File: src/hdl/dcc_consts.svh
`ifndef DCC_CONSTS_SVH
`define DCC_CONSTS_SVH

`define DCC_FRAME_BITS      5'h10
`define DCC_BIT_MODE_HI     15
`define DCC_BIT_MODE_LO     14
`define DCC_BIT_PARITY      13
`define DCC_BIT_RW          12
`define DCC_BIT_SWR         11
`define DCC_BIT_SEL         10
`define DCC_FIELD_HI        9
`define DCC_FIELD_LO        8
`define DCC_LOW_HI          7

`define DCC_SEQ_FIRST       8'hAA
`define DCC_SEQ_SECOND      8'h55
`define DCC_MODE1_LOW       8'h02
`define DCC_RESET_DONE_RESP 16'h2003
`define DCC_INVALID_RESP    16'h2000
`define DCC_RESP_RESET      16'h2000

`define DCC_CL_DEFAULT      2'h0
`define DCC_LATCH_DEFAULT   2'h0

`define DCC_CUR_MA_1200     11'h4B0
`define DCC_CUR_MA_1500     11'h5DC
`define DCC_CUR_MA_1750     11'h6D6
`define DCC_TIME_US_2000    11'h7D0
`define DCC_TIME_US_650     11'h28A
`define DCC_TIME_US_1000    11'h3E8

`define DCC_CLK_KHZ         200000
`define DCC_STRETCH_UNIT_MS 128
`define DCC_STRETCH_UNIT_CYC (`DCC_STRETCH_UNIT_MS * `DCC_CLK_KHZ)
`define DCC_TIMER_BITS      27

`endif

File: src/hdl/dcc_pkg.sv
package dcc_pkg;
    typedef enum logic [3:0] {
        DCC_CMD_MODE1  = 4'h1,
        DCC_CMD_MODE2  = 4'h2,
        DCC_CMD_OTHER  = 4'h4,
        DCC_CMD_BADPAR = 4'h8
    } dcc_cmd_type;

    typedef enum logic [1:0] {
        DCC_SEQ_IDLE  = 2'h1,
        DCC_SEQ_HALF  = 2'h2
    } dcc_seq_type;
endpackage

File: src/hdl/dcc_spi_link.sv
`include "dcc_consts.svh"

module dcc_spi_link (
    input  wire logic        sys_clk,
    input  wire logic        rstN,
    input  wire logic        spiCsN,
    input  wire logic        spiSclk,
    input  wire logic        spiMosi,
    output logic             spiMisoOut,
    output logic             spiMisoOe,
    input  wire logic [15:0] txWord,
    output logic [15:0]      rxWord,
    output logic             frameDone,
    output logic             frameBad
);
    logic [2:0]  csSync;
    logic [2:0]  sclkSync;
    logic [1:0]  mosiSync;
    logic [15:0] rxShift;
    logic [15:0] txShift;
    logic [4:0]  bitCnt;
    logic        csFall;
    logic        csRise;
    logic        sclkRise;
    logic        sclkFall;

    // bit 0 of each chain is the first synchroniser stage and feeds only bit 1
    always_ff @(posedge sys_clk or negedge rstN) begin
        if (!rstN) begin
            csSync   <= 3'h7;
            sclkSync <= 3'h0;
            mosiSync <= 2'h0;
        end else begin
            csSync   <= {csSync[1:0], spiCsN};
            sclkSync <= {sclkSync[1:0], spiSclk};
            mosiSync <= {mosiSync[0], spiMosi};
        end
    end

    assign csFall   = csSync[2] & ~csSync[1];
    assign csRise   = ~csSync[2] & csSync[1];
    assign sclkRise = ~sclkSync[2] & sclkSync[1] & ~csSync[1];
    assign sclkFall = sclkSync[2] & ~sclkSync[1] & ~csSync[1];

    always_ff @(posedge sys_clk or negedge rstN) begin
        if (!rstN) begin
            rxShift <= 16'h0000;
            txShift <= 16'h0000;
            bitCnt  <= 5'h00;
        end else if (csFall) begin
            txShift <= txWord;
            bitCnt  <= 5'h00;
        end else begin
            if (sclkRise) begin
                rxShift <= {rxShift[14:0], mosiSync[1]};
                if (bitCnt <= `DCC_FRAME_BITS)
                    bitCnt <= bitCnt + 5'h01;
            end
            if (sclkFall)
                txShift <= {txShift[14:0], 1'b0};
        end
    end

    // a frame of the wrong length is reported so that it can break a sequence
    always_ff @(posedge sys_clk or negedge rstN) begin
        if (!rstN) begin
            rxWord    <= 16'h0000;
            frameDone <= 1'b0;
            frameBad  <= 1'b0;
        end else begin
            frameDone <= csRise && (bitCnt == `DCC_FRAME_BITS);
            frameBad  <= csRise && (bitCnt != `DCC_FRAME_BITS);
            if (csRise && (bitCnt == `DCC_FRAME_BITS))
                rxWord <= rxShift;
        end
    end

    assign spiMisoOut = txShift[15];
    assign spiMisoOe  = ~csSync[2];
endmodule

File: src/hdl/dcc_fen_stretch.sv
`include "dcc_consts.svh"

module dcc_fen_stretch #(
    parameter int STRETCH_UNIT_CYCLES = `DCC_STRETCH_UNIT_CYC
) (
    input  wire logic       sys_clk,
    input  wire logic       rstN,
    input  wire logic       fireEnableInput,
    input  wire logic [1:0] latchTimeBits,
    output logic            fireEnable
);
    logic [1:0]                  inSync;
    logic                        inPrev;
    logic [`DCC_TIMER_BITS-1:0]  timerReg;
    logic [`DCC_TIMER_BITS-1:0]  unitCycles;

    assign unitCycles = `DCC_TIMER_BITS'(STRETCH_UNIT_CYCLES);

    always_ff @(posedge sys_clk or negedge rstN) begin
        if (!rstN) begin
            inSync <= 2'h0;
            inPrev <= 1'b0;
        end else begin
            inSync <= {inSync[0], fireEnableInput};
            inPrev <= inSync[1];
        end
    end

    // the stretch starts at the input's rising edge; 00 means no stretching
    always_ff @(posedge sys_clk or negedge rstN) begin
        if (!rstN) begin
            timerReg <= '0;
        end else if (inSync[1] && !inPrev) begin
            case (latchTimeBits)
                2'h1:    timerReg <= unitCycles;
                2'h2:    timerReg <= unitCycles << 1;
                2'h3:    timerReg <= unitCycles << 2;
                default: timerReg <= '0;
            endcase
        end else if (timerReg != '0) begin
            timerReg <= timerReg - `DCC_TIMER_BITS'(1);
        end
    end

    always_ff @(posedge sys_clk or negedge rstN) begin
        if (!rstN)
            fireEnable <= 1'b0;
        else
            fireEnable <= inSync[1] | (timerReg != '0);
    end
endmodule

File: src/hdl/dcc_decoder.sv
// Contract
// - top bits 00, bit10 0: mode 1
// - top bits 00, bit11 0, bit10 1: mode 2
// - bit13 makes every word odd parity
// - read command leaves stored settings unchanged
// - mode 1 write: reset step or current
// - bit11 zero: current from bits 9:8
// - bit11 one: low byte is reset step
// - current field selects amps and time
// - mode 1 answer returns stored current
// - mode 1 answer echoes, low byte 0x02
// - soft reset needs 0xAA then 0x55
// - any other frame restarts the sequence
// - soft reset equals power-on, except answer and SPI link
// - answer bit0 shows reset sequence status
// - after soft reset answer is 0x2003
// - mode 2 write sets latch field
// - latch field sets 0/128/256/512 ms
// - four independent fire enable stretch timers
// - mode 2 answer echoes, latch, zero byte
// - latch field resets to 00
// - commands arrive over the first link
`include "dcc_consts.svh"

module dcc_decoder #(
    parameter int STRETCH_UNIT_CYCLES = `DCC_STRETCH_UNIT_CYC
) (
    input  wire logic        sys_clk,
    input  wire logic        rst_n,
    input  wire logic        spiCsN,
    input  wire logic        spiSclk,
    input  wire logic        spiMosi,
    output logic             spiMisoOut,
    output logic             spiMisoOe,
    input  wire logic [3:0]  fireEnableInput,
    output logic [3:0]       fireEnable,
    output logic [1:0]       currentLevelBits,
    output logic [1:0]       latchTimeBits,
    output logic [10:0]      deployCurrentMa,
    output logic [10:0]      deployTimeUs,
    output logic             softResetPulse
);
    logic                  rstMeta;
    logic                  rstSyncN;
    logic                  coreRstN;
    logic [15:0]           rxWord;
    logic                  frameDone;
    logic                  frameBad;
    logic [15:0]           respReg;
    logic [15:0]           respNext;
    logic [1:0]            currentLevel_reg;
    logic [1:0]            currentLevel_next;
    logic [1:0]            latchTime_reg;
    logic [1:0]            latchTime_next;
    logic                  softReset_reg;
    logic                  softReset_next;
    dcc_pkg::dcc_seq_type  seq_reg;
    dcc_pkg::dcc_seq_type  seq_next;
    dcc_pkg::dcc_cmd_type  cmdClass;
    logic                  isWrite;
    logic                  isResetStep;
    logic [7:0]            lowByte;
    logic [1:0]            fieldBits;

    // returns 1 when the word holds an odd number of ones
    function automatic logic parityOk(input logic [15:0] word);
        parityOk = ^word;
    endfunction

    // fills the parity position so the whole word comes out odd
    function automatic logic [15:0] withParity(input logic [15:0] word);
        logic [15:0] w;
        w = word;
        w[`DCC_BIT_PARITY] = 1'b0;
        w[`DCC_BIT_PARITY] = ~(^w);
        withParity = w;
    endfunction

    // reset released through two flops; assertion stays asynchronous
    always_ff @(posedge sys_clk or negedge rst_n) begin
        if (!rst_n) begin
            rstMeta  <= 1'b0;
            rstSyncN <= 1'b0;
        end else begin
            rstMeta  <= 1'b1;
            rstSyncN <= rstMeta;
        end
    end

    // both terms come straight from flops, so the combined reset cannot glitch
    assign coreRstN = rstSyncN & ~softReset_reg;

    // the link is not soft reset, so a frame in flight is never cut short
    dcc_spi_link u_link (
        .sys_clk    (sys_clk),
        .rstN       (rstSyncN),
        .spiCsN     (spiCsN),
        .spiSclk    (spiSclk),
        .spiMosi    (spiMosi),
        .spiMisoOut (spiMisoOut),
        .spiMisoOe  (spiMisoOe),
        .txWord     (respReg),
        .rxWord     (rxWord),
        .frameDone  (frameDone),
        .frameBad   (frameBad)
    );

    assign lowByte   = rxWord[`DCC_LOW_HI:0];
    assign fieldBits = rxWord[`DCC_FIELD_HI:`DCC_FIELD_LO];
    assign isWrite   = rxWord[`DCC_BIT_RW];

    // command classification; parity is checked before the mode bits
    always_comb begin
        if (!parityOk(rxWord))
            cmdClass = dcc_pkg::DCC_CMD_BADPAR;
        else if (rxWord[`DCC_BIT_MODE_HI] || rxWord[`DCC_BIT_MODE_LO])
            cmdClass = dcc_pkg::DCC_CMD_OTHER;
        else if (!rxWord[`DCC_BIT_SEL])
            cmdClass = dcc_pkg::DCC_CMD_MODE1;
        else if (!rxWord[`DCC_BIT_SWR])
            cmdClass = dcc_pkg::DCC_CMD_MODE2;
        else
            cmdClass = dcc_pkg::DCC_CMD_OTHER;
    end

    assign isResetStep = (cmdClass == dcc_pkg::DCC_CMD_MODE1) && isWrite
                         && rxWord[`DCC_BIT_SWR];

    // current level: only a mode 1 write with the reset select low moves it
    always_comb begin
        currentLevel_next = currentLevel_reg;
        if (frameDone && (cmdClass == dcc_pkg::DCC_CMD_MODE1) && isWrite
            && !rxWord[`DCC_BIT_SWR])
            currentLevel_next = fieldBits;
    end

    always_comb begin
        latchTime_next = latchTime_reg;
        if (frameDone && (cmdClass == dcc_pkg::DCC_CMD_MODE2) && isWrite)
            latchTime_next = fieldBits;
    end

    // two-frame soft reset sequence; every completed or broken frame is a step
    always_comb begin
        seq_next       = seq_reg;
        softReset_next = 1'b0;
        if (frameBad) begin
            seq_next = dcc_pkg::DCC_SEQ_IDLE;
        end else if (frameDone) begin
            case (seq_reg)
                dcc_pkg::DCC_SEQ_IDLE: begin
                    if (isResetStep && (lowByte == `DCC_SEQ_FIRST))
                        seq_next = dcc_pkg::DCC_SEQ_HALF;
                end
                dcc_pkg::DCC_SEQ_HALF: begin
                    if (isResetStep && (lowByte == `DCC_SEQ_SECOND)) begin
                        seq_next       = dcc_pkg::DCC_SEQ_IDLE;
                        softReset_next = 1'b1;
                    end else if (isResetStep && (lowByte == `DCC_SEQ_FIRST)) begin
                        seq_next = dcc_pkg::DCC_SEQ_HALF;
                    end else begin
                        seq_next = dcc_pkg::DCC_SEQ_IDLE;
                    end
                end
                default: seq_next = dcc_pkg::DCC_SEQ_IDLE;
            endcase
        end
    end

    always_ff @(posedge sys_clk or negedge coreRstN) begin
        if (!coreRstN)
            seq_reg <= dcc_pkg::DCC_SEQ_IDLE;
        else
            seq_reg <= seq_next;
    end

    always_ff @(posedge sys_clk or negedge coreRstN) begin
        if (!coreRstN) begin
            currentLevel_reg <= `DCC_CL_DEFAULT;
            latchTime_reg    <= `DCC_LATCH_DEFAULT;
        end else begin
            currentLevel_reg <= currentLevel_next;
            latchTime_reg    <= latchTime_next;
        end
    end

    // the pulse clears itself: it is reset only by the pin reset
    always_ff @(posedge sys_clk or negedge rstSyncN) begin
        if (!rstSyncN)
            softReset_reg <= 1'b0;
        else
            softReset_reg <= softReset_next;
    end

    // answer word for the next frame, built from the already updated settings
    always_comb begin
        respNext = respReg;
        if (frameDone) begin
            case (cmdClass)
                dcc_pkg::DCC_CMD_MODE1: begin
                    if (softReset_next)
                        respNext = `DCC_RESET_DONE_RESP;
                    else
                        respNext = withParity({2'b00, 1'b0, isWrite,
                                               rxWord[`DCC_BIT_SWR], 1'b0,
                                               currentLevel_next,
                                               `DCC_MODE1_LOW});
                end
                dcc_pkg::DCC_CMD_MODE2: begin
                    respNext = withParity({2'b00, 1'b0, isWrite, 1'b0, 1'b1,
                                           latchTime_next, 8'h00});
                end
                dcc_pkg::DCC_CMD_BADPAR: respNext = `DCC_INVALID_RESP;
                dcc_pkg::DCC_CMD_OTHER:  respNext = `DCC_INVALID_RESP;
                default:                 respNext = `DCC_INVALID_RESP;
            endcase
        end else if (frameBad) begin
            respNext = `DCC_INVALID_RESP;
        end
    end

    // survives a soft reset so that 0x2003 reaches the master
    always_ff @(posedge sys_clk or negedge rstSyncN) begin
        if (!rstSyncN)
            respReg <= `DCC_RESP_RESET;
        else
            respReg <= respNext;
    end

    // decoded firing condition for the driver stage
    always_ff @(posedge sys_clk or negedge coreRstN) begin
        if (!coreRstN) begin
            deployCurrentMa <= `DCC_CUR_MA_1200;
            deployTimeUs    <= `DCC_TIME_US_2000;
        end else begin
            case (currentLevel_reg)
                2'h1: begin
                    deployCurrentMa <= `DCC_CUR_MA_1500;
                    deployTimeUs    <= `DCC_TIME_US_2000;
                end
                2'h2: begin
                    deployCurrentMa <= `DCC_CUR_MA_1750;
                    deployTimeUs    <= `DCC_TIME_US_650;
                end
                2'h3: begin
                    deployCurrentMa <= `DCC_CUR_MA_1750;
                    deployTimeUs    <= `DCC_TIME_US_1000;
                end
                default: begin
                    deployCurrentMa <= `DCC_CUR_MA_1200;
                    deployTimeUs    <= `DCC_TIME_US_2000;
                end
            endcase
        end
    end

    genvar ch;
    generate
        for (ch = 0; ch < 4; ch++) begin : g_fen
            dcc_fen_stretch #(
                .STRETCH_UNIT_CYCLES (STRETCH_UNIT_CYCLES)
            ) u_fen (
                .sys_clk         (sys_clk),
                .rstN            (coreRstN),
                .fireEnableInput (fireEnableInput[ch]),
                .latchTimeBits   (latchTime_reg),
                .fireEnable      (fireEnable[ch])
            );
        end
    endgenerate

    assign currentLevelBits = currentLevel_reg;
    assign latchTimeBits    = latchTime_reg;
    assign softResetPulse   = softReset_reg;
endmodule

File: config.mk
export PLATFORM = sky130hd
export DESIGN_NAME = dcc_decoder
export DESIGN_NICKNAME = d
export VERILOG_FILES = /design/src/hdl/dcc_pkg.sv /design/src/hdl/dcc_spi_link.sv /design/src/hdl/dcc_fen_stretch.sv /design/src/hdl/dcc_decoder.sv
export VERILOG_INCLUDE_DIRS = /design/src /design/src/hdl
export SDC_FILE = /design/constraint.sdc
export NUM_CORES = 1
export LEC_CHECK = 0
export ABC_AREA = 1
export BUFFER_PORTS_ARGS = -buffer_cell sky130_fd_sc_hd__buf_2
export CORE_UTILIZATION = 62
export DETAILED_ROUTE_END_ITERATION = 12
export HOLD_SLACK_MARGIN = 0.06
export PLACE_DENSITY = 0.81
export SYNTH_ARGS = -nofsm -noshare
export SYNTH_HDL_FRONTEND = slang
export SYNTH_SLANG_ARGS = --single-unit
File: constraint.sdc
create_clock -name sys_clk -period 14.8 [get_ports sys_clk]
set_clock_uncertainty 0.15 [all_clocks]
set_input_delay 0.74 -clock sys_clk [delete_from_list [all_inputs] [get_ports sys_clk]]
set_output_delay 0.74 -clock sys_clk [all_outputs]
set_load 0.02 [all_outputs]
# Yosys cells after proc, flatten, opt, wreduce, memory -nomap -nowiden
# Index checks and enable logic that the tools add are counted.
# op_classes
n_bitwise	19
n_reduce_logical	40
order_cmp	1
n_addsub	5
muxes	36
eq_ne	15
# ops
cell	n
27-bit 2-to-1 mux	8
27-bit nonzero test	4
27-bit by 1-bit subtractor with 27-bit output, second input constant	4
27-bit one-hot mux with 3 select lines	1
16-bit 2-to-1 mux	4
16-bit parity	3
14-bit one-hot mux with 2 select lines	1
11-bit one-hot mux with 2 select lines	1
10-bit one-hot mux with 2 select lines	1
2-bit nonzero test	8
1-bit logical AND	15
5-bit 2-to-1 mux	3
14-bit 2-to-1 mux	1
2-bit 2-to-1 mux	7
2-bit == test, second input constant	5
3-bit 2-to-1 mux	3
8-bit by 7-bit == test with 1-bit output, second input constant	1
8-bit == test, second input constant	1
1-bit NOT	8
1-bit bitwise AND	7
2-bit by 1-bit == test with 1-bit output, second input constant	3
2-bit AND reduction	3
5-bit by 1-bit adder with 5-bit output, second input constant	1
5-bit == test, second input constant	1
12 further kinds	22
# totals
ff_bits	234
output_inout_bits	33
wordCells	150

# Logic depth before layout (Yosys ltp)
# Gate-level depths: netlist of run 1.
# depth
ltp_word	15
ltp_mapped	22
ltp_nobuf	22

# Hierarchy
# A second synthesis of run 1 with hierarchy kept.
# unflattened
hier_cells	1569
area_unflattened_um2	12167.9
# by_module_without_submodules
mod	seq_area_each_um2	area_per_inst_um2	n_inst	cells_each
dcc_fen_stretch at g_fen[0].u_fen ...	775.7	1938.1	3	261
dcc_spi_link	1580.3	2697.6	1	292
dcc_fen_stretch at g_fen[3].u_fen	775.7	1870.5	1	257
dcc_decoder	656.9	1785.5	1	237

# Worst setup path after synthesis of run 1
# No wires, ideal clock.
# synth_timing
path_type	reg2reg
startpoint	register u_link.rxWord[11]
endpoint	register respReg[13]
required_ns	14.582
setup_ns	0.068
slack_ns	12.400
arrival_time_ns	2.182
synth_period_minus_slack_ns	2.400
path_stages_with_launch	20
path_cell_list	dfrtp_1 > clkinv_1 > ha_1 > xnor2_2 > inv_1 > nand2_1 > nand2_2 > inv_1 > nand2_2 > nand2_4 > nand3_4 > nor2_8 > nand2_2 > nand2_1 > nand2_2 > nand2_2 > nand3_1 > nand3_2 > nand2_2 > a21oi_2
# synth_rtl
item	line_no	source
start: declaration	dcc_spi_link.sv:12	output logic [15:0] rxWord,
start signal: assignment	dcc_spi_link.sv:74	rxWord <= rxShift;
3-bit 2-to-1 mux	dcc_decoder.sv:120	else if (!rxWord[`DCC_BIT_SWR])
3-bit 2-to-1 mux	dcc_decoder.sv:118	else if (!rxWord[`DCC_BIT_SEL])
3-bit 2-to-1 mux	dcc_decoder.sv:116	else if (rxWord[`DCC_BIT_MODE_HI] || rxWord[`DCC_BIT_MODE_LO])
4-bit 2-to-1 mux	dcc_decoder.sv:114	if (!parityOk(rxWord))
4-bit by 1-bit == test with 1-bit output	dcc_decoder.sv:132	if (frameDone && (cmdClass == dcc_pkg::DCC_CMD_MODE1) && isWrite
1-bit logical AND (2 in series)	dcc_decoder.sv:132	
1-bit logical AND *	dcc_decoder.sv:132	
2-bit 2-to-1 mux *	dcc_decoder.sv:132	
named net currentLevel_next[1]	dcc_decoder.sv:52	logic [1:0] currentLevel_next;
16-bit parity *	dcc_decoder.sv:75	w[`DCC_BIT_PARITY] = ~(^w);
1-bit NOT *	dcc_decoder.sv:75	
14-bit 2-to-1 mux *	dcc_decoder.sv:201	if (softReset_next)
14-bit one-hot mux with 2 select lines *	dcc_decoder.sv:199	case (cmdClass)
16-bit 2-to-1 mux *	dcc_decoder.sv:198	if (frameDone) begin
end signal: assignment	dcc_decoder.sv:225	respReg <= `DCC_RESP_RESET;
end signal: assignment	dcc_decoder.sv:227	respReg <= respNext;
end: declaration	dcc_decoder.sv:49	logic [15:0] respReg;
# The timed path passes the listed nets; every way through them passes the cells marked *.
# A chain may end at the register's enable or synchronous reset.

==> results.toml, run 1 <==
[grt]
grt_pass1_vias = 8156
grt_max_degree = 85
grt_antenna_before_repair = 0
grt-ovfl-total = 0
grt_use_total = 0.262
grt_pass1_wl_mm = 38.2

[detailed_routing]
avgViaCountPerCell = 5.46
drc_errors = 0
drtIter0Drc = 679
wl_mm = 22.4
dr.pass1.iters = 5
wire_per_inst_microns = 14.5
ant_nets = 0
via_count = 8412

[logic_synthesis]
seq_area_frac_synth = 0.503
synth_seq_cells = 213
synth_top_area_share = 0.483
syn_inst = 1264
synth_area_leaders = "dfrtp_1 48%, nand2_1 8.4%, nor2_1 6.0%"
synth_largest_area_cell = "dfrtp_1"
syn_area_sq_um = 10600
ys.flop_type = "dfrtp_1"
yosysMostFrequentCell = "nand2_1"
yosys_warnings = 0
synth_commonest_cells = "239 x nand2_1, 205 x dfrtp_1, 170 x nor2_1"
ys_types = 52
async_flop_share = 1.00
synth_edf_count = 0
syn_area_per_cell_sq_um = 8.40

[setup_path]
rr_endpoint = "g_fen[2].u_fen.timerReg[25]"
crit_fanout = 84
slowest_delay_ps = 920
crit-reg2reg-launch = "rstSyncN"
slowest_stage = "buf_4"
critPathBufInv = 3
cp_num_cells = 4
cpMostUsedCell = "buf_4"
ff2ff_path_depth = 4
crit_path_start_kind = "flip-flop"
path_delay_family = "buffers and inverters"
critPathCaptureType = "async pin"
arrival_ps = 3170
critPathRequiredTime_ps = 15130
crit_path_start = "rstSyncN"
critical_path_class = "reg2async"
r2r_setup_slack_ps = 11960
worstPathCellList = "inv_1 > nor2_4 > buf_4 > buf_4"

[place]
gp_congestion = 0.939
placed_area_sq_um = 11000
io_buffers = 33
dpl.hpwl_mm = 15.1
dp.cells = 1498

[clock_network]
htree_levels = 1
insertion_delay_ps = 520
cts_num_sinks = 213
cts_tree = "yes"
cts-buffers-inserted = 23
root_buffer = "clkbuf_16"
clk_pin_slew_ps = 60
clock_path_buffers = 3

[run_status]
status = "complete, no violations"

[job]
maxCapViolations = 0

[timing]
hold_violations = 0
slew_headroom = 0.318
drv_slew = 0
tightest_slew_ps = 1020
fin_crit_sh = 0.192
rsz0062_at_grt = "false"
fmax_ghz = 0.352
final.setup.tns_ps = 0
finalSetupViolCount = 0
period_minus_slack_ps = 2840

[die]
die_h_microns = 133
initial_utilization = 0.638
num_io_pins = 42
coreArea_sq_um = 16600
fp.dieW_microns = 133
die-area_sq_um = 17700
rows = 47

[layout]
largest_reg_flops = 108
fin_cells = 1541
final_util = 0.712
register_area_sq_um = 5340
insertedDiodeCount = 0
multiInputGateArea_sq_um = 4490
nets = 1336
design_area_sq_um = 11800
fillCellCount = 1223
top_register = "g_fen.u_fen.timerReg"
final_layout_size_suffix_gt1_frac = 0.106
syn2layout_area_growth_pct = 11.5

[pwr]
power_per_cell_area_nw_per_um2 = 182
fin_total_pwr_uw = 2160
ir_drop_uv = 115
leakagePower_uw = 0.00609

[worst_hold_path]
hold_class = "reg2async"
-- worst max path at each step --
stage                                   to  slack [ps]
6_report       g_fen[2].u_fen.timerReg[25]       11960
5_1_grt         g_fen[0].u_fen.timerReg[0]       11460
4_1_cts           g_fen[2].u_fen.inSync[1]       11820
3_5_place_dp    g_fen[2].u_fen.timerReg[9]       11840
3_3_place_gp    g_fen[0].u_fen.timerReg[4]       11860
2_1_floorplan          currentLevelBits[0]        4400
-- layout make-up --
cell class,count,share of cell area
flip-flops and latches,213,0.451
repair buffers,41,0.0192
well taps,220,0.0232
clock buffers,28,0.0527
clock inverters,14,0.0212
multi-input cells,856,0.379
inverters,169,0.0536
-- power by group --
part / switching [uW] / total, uW / internal (uW)
Clock: 234 / 656 / 422
Combinational: 435 / 672 / 237
Sequential: 123 / 831 / 708
-- routing by layer --
layer	share of wire	track usage	routed length [microns]	up-vias
met5	0	0	0	-
met4	0.024	0.0734	528	0
met3	0.042	0.0333	936	50
met2	0.48	0.440	10800	210
met1	0.45	0.359	10100	3995
li1	-	-	-	4157
-- what timing repair did --
action / in CTS / in global routing
endpoints found under the hold margin: 2 / 0
hold buffers: 1 / 0
resized for setup: 0 / 0
setup buffers: 0 / 0
-- cell usage in the layout (no fill, tap or decap), drive strengths merged, types with 31 or more instances in the layout --
cell	n
xor2	31
nand3	58
a21oi	59
o21ai	86
nor3	56
nand2	252
dfrtp	205
buf	40
nor2	178
inv	167
-- cells by family after synthesis --
kind of cell	count (synthesis)	synth area share
simple gates	587	0.248
flops	213	0.503
buf+inv	202	0.0782
compound gates	176	0.0912
xor+xnor	57	0.0477
fa+ha+maj	23	0.0271
mux	4	0.00424
other cells	2	0.000707
-- per-stage QoR --
stage	hold slack (ps)	setup WS [ps]
2_1_floorplan	181	4400
6_report	170	11960
5_1_grt	173	11460
4_1_cts	174	11820
3_3_place_gp	182	11860
3_5_place_dp	188	11840
Note: power is estimated with default switching activity, not from simulation.
==> inputs of run 2 (changes only) <==
==> constraint.sdc (replaced) <==
create_clock -name sys_clk -period 2.8 [get_ports sys_clk]
set_clock_uncertainty 0.15 [all_clocks]
set_input_delay 0.14 -clock sys_clk [delete_from_list [all_inputs] [get_ports sys_clk]]
set_output_delay 0.14 -clock sys_clk [all_outputs]
set_load 0.02 [all_outputs]
==> results.toml, run 2 (synthesis gave the netlist of run 1 again) <==
[detailed_routing]
drtIter0Drc = 737
via_count = 8500
dr.pass1.iters = 5
drc_errors = 0
wl_mm = 21.8
wire_per_inst_microns = 14.0
avgViaCountPerCell = 5.46
ant_nets = 0

[clock_network]
insertion_delay_ps = 510
cts_num_sinks = 213
ctsResizeCount = 0
clock_path_buffers = 3
cts_tree = "yes"
post_cts_buffers = 0
hold_buffers = 9
clk_pin_slew_ps = 60
htree_levels = 1
cts-buffers-inserted = 23
root_buffer = "clkbuf_16"

[timing]
fmax_ghz = 0.396
drv_slew = 0
tightest_slew_ps = 657
whs_ps = 93.3
period_minus_slack_ps = 2530
rsz0062_at_grt = "false"
finalSetupViolCount = 0
slew_headroom = 0.560
hold_violations = 0
fin_crit_sh = 0.902

[grt]
grt_pass1_wl_mm = 37.2
grt_max_degree = 78
grt_pass1_vias = 8082
grt_antenna_before_repair = 0
grt_use_total = 0.255
grt-ovfl-total = 0

[place]
gp_congestion = 0.934
io_buffers = 33
dpl.hpwl_mm = 15.4
placed_area_sq_um = 11000

[layout]
final_common_cell = "nand2_1"
final_cell_mix = "239 x nand2_1, 204 x dfrtp_1, 169 x nor2_1"
largest_reg_flops = 108
syn2layout_area_growth_pct = 11.5
final_layout_size_suffix_gt1_frac = 0.106
nets = 1351
design_area_sq_um = 11800
top_register = "g_fen.u_fen.timerReg"
insertedDiodeCount = 0

[setup_path]
critPathRequiredTime_ps = 3080
path_delay_family = "simple AND/OR/NAND/NOR gates"
crit_path_start_kind = "flip-flop"
critical_path_class = "reg2reg"
worstPathCellList = "clkinv_1 > ha_1 > xnor2_2 > inv_1 > nand2_1 > nand2_2 > inv_1 > nand2_2 > nand2_4 > nand2_1 > nor2_1 > nand3_1 > nand3_1 > nand2_1 > nand2_1 > nand2_1 > a21oi_1 > a21oi_2"
slowest_delay_ps = 430
cpMostUsedCell = "nand2_1"
arrival_ps = 2810
critPathBufInv = 3
slowest_stage = "dfrtp_1"
critPathCaptureType = "flip-flop"
crit_fanout = 6

[die]
initial_utilization = 0.638
rows = 47
die-area_sq_um = 17700
coreArea_sq_um = 16600
num_io_pins = 42
fp.dieW_microns = 133
die_h_microns = 133

[worst_hold_path]
hold_class = "reg2async"

[run_status]
status = "complete, no violations"

[pwr]
leakagePower_uw = 0.00608
ir_drop_uv = 670
power_per_cell_area_nw_per_um2 = 917

[job]
maxCapViolations = 0
-- run 2: cell count changes in the layout (fill, tap and decap cells not counted), sizes merged --
cell         delta
clkbuf          +8
dlygate4sd3     +8
buf             +7
bufinv          -6
clkinv          -3
clkinvlp        +1
-- run 2: final cells by class --
class / count / area [sq um]
clock inverters: 6 / 67.6
fillers: 1253 / 4800
multi-input cells: 856 / 4490
inverters: 169 / 634
clock buffers: 36 / 664
well taps: 220 / 275
repair buffers: 56 / 373
flip-flops and latches: 213 / 5340
-- run 2: worst register-to-register path, stage by stage (launching register included) --
cell and delay (ps):
dfrtp_1 430, clkinv_1 120, ha_1 320, xnor2_2 180, inv_1 60, nand2_1 70, nand2_2 60, inv_1 60
nand2_2 60, nand2_4 80, nand2_1 80, nor2_1 160, nand3_1 110, nand3_1 120, nand2_1 60, nand2_1 60
nand2_1 50, a21oi_1 150, a21oi_2 70
-- run 2: final timing paths --
kind                                          from                           to  slack, ps  cells after the start
worst min register to register            rstSyncN           u_link.txShift[15]         90                      0
worst max register to register   u_link.rxWord[11]                  respReg[13]        270                     18
worst max-delay path             u_link.rxWord[11]                  respReg[13]        270                     18
worst min-delay path                      rstSyncN           u_link.txShift[15]         90                      0
min in group sys_clk            fireEnableInput[2]     g_fen[2].u_fen.inSync[0]        120                      2
max in group asynchronous                 rstSyncN  g_fen[2].u_fen.timerReg[21]       1340                      3
-- run 2: per-stage QoR --
| step | util | std cells | total power (uW) | setup TNS (ps) | setup WS, ps |
|---|---|---|---|---|---|
| after floorplan | - | 1271 | 7120 | -150660 | -1100 |
| after global placement | 0.662 | 1505 | 7750 | 0 | 410 |
| after detailed placement | 0.662 | 1505 | 7890 | 0 | 306 |
| after CTS | 0.712 | 1556 | 10900 | 0 | 294 |
| after global routing | 0.712 | 1556 | 11600 | 0 | 69.7 |
| final | 0.712 | 1556 | 10900 | 0 | 274 |
-- run 2: power by group --
part	leakage [uW]	switching [uW]	internal [uW]
sequential	0.00279	641	3740
clock	0.000350	1200	1730
combinational	0.00294	2280	1270
total	0.00608	4130	6740
-- run 2: routing by layer --
layer	global-route usage	up-vias	part of all wire
met1	0.359	4029	0.46
met3	0.0349	52	0.043
met2	0.409	233	0.47
met4	0.0837	0	0.026
li1	-	4186	-
met5	0	-	0
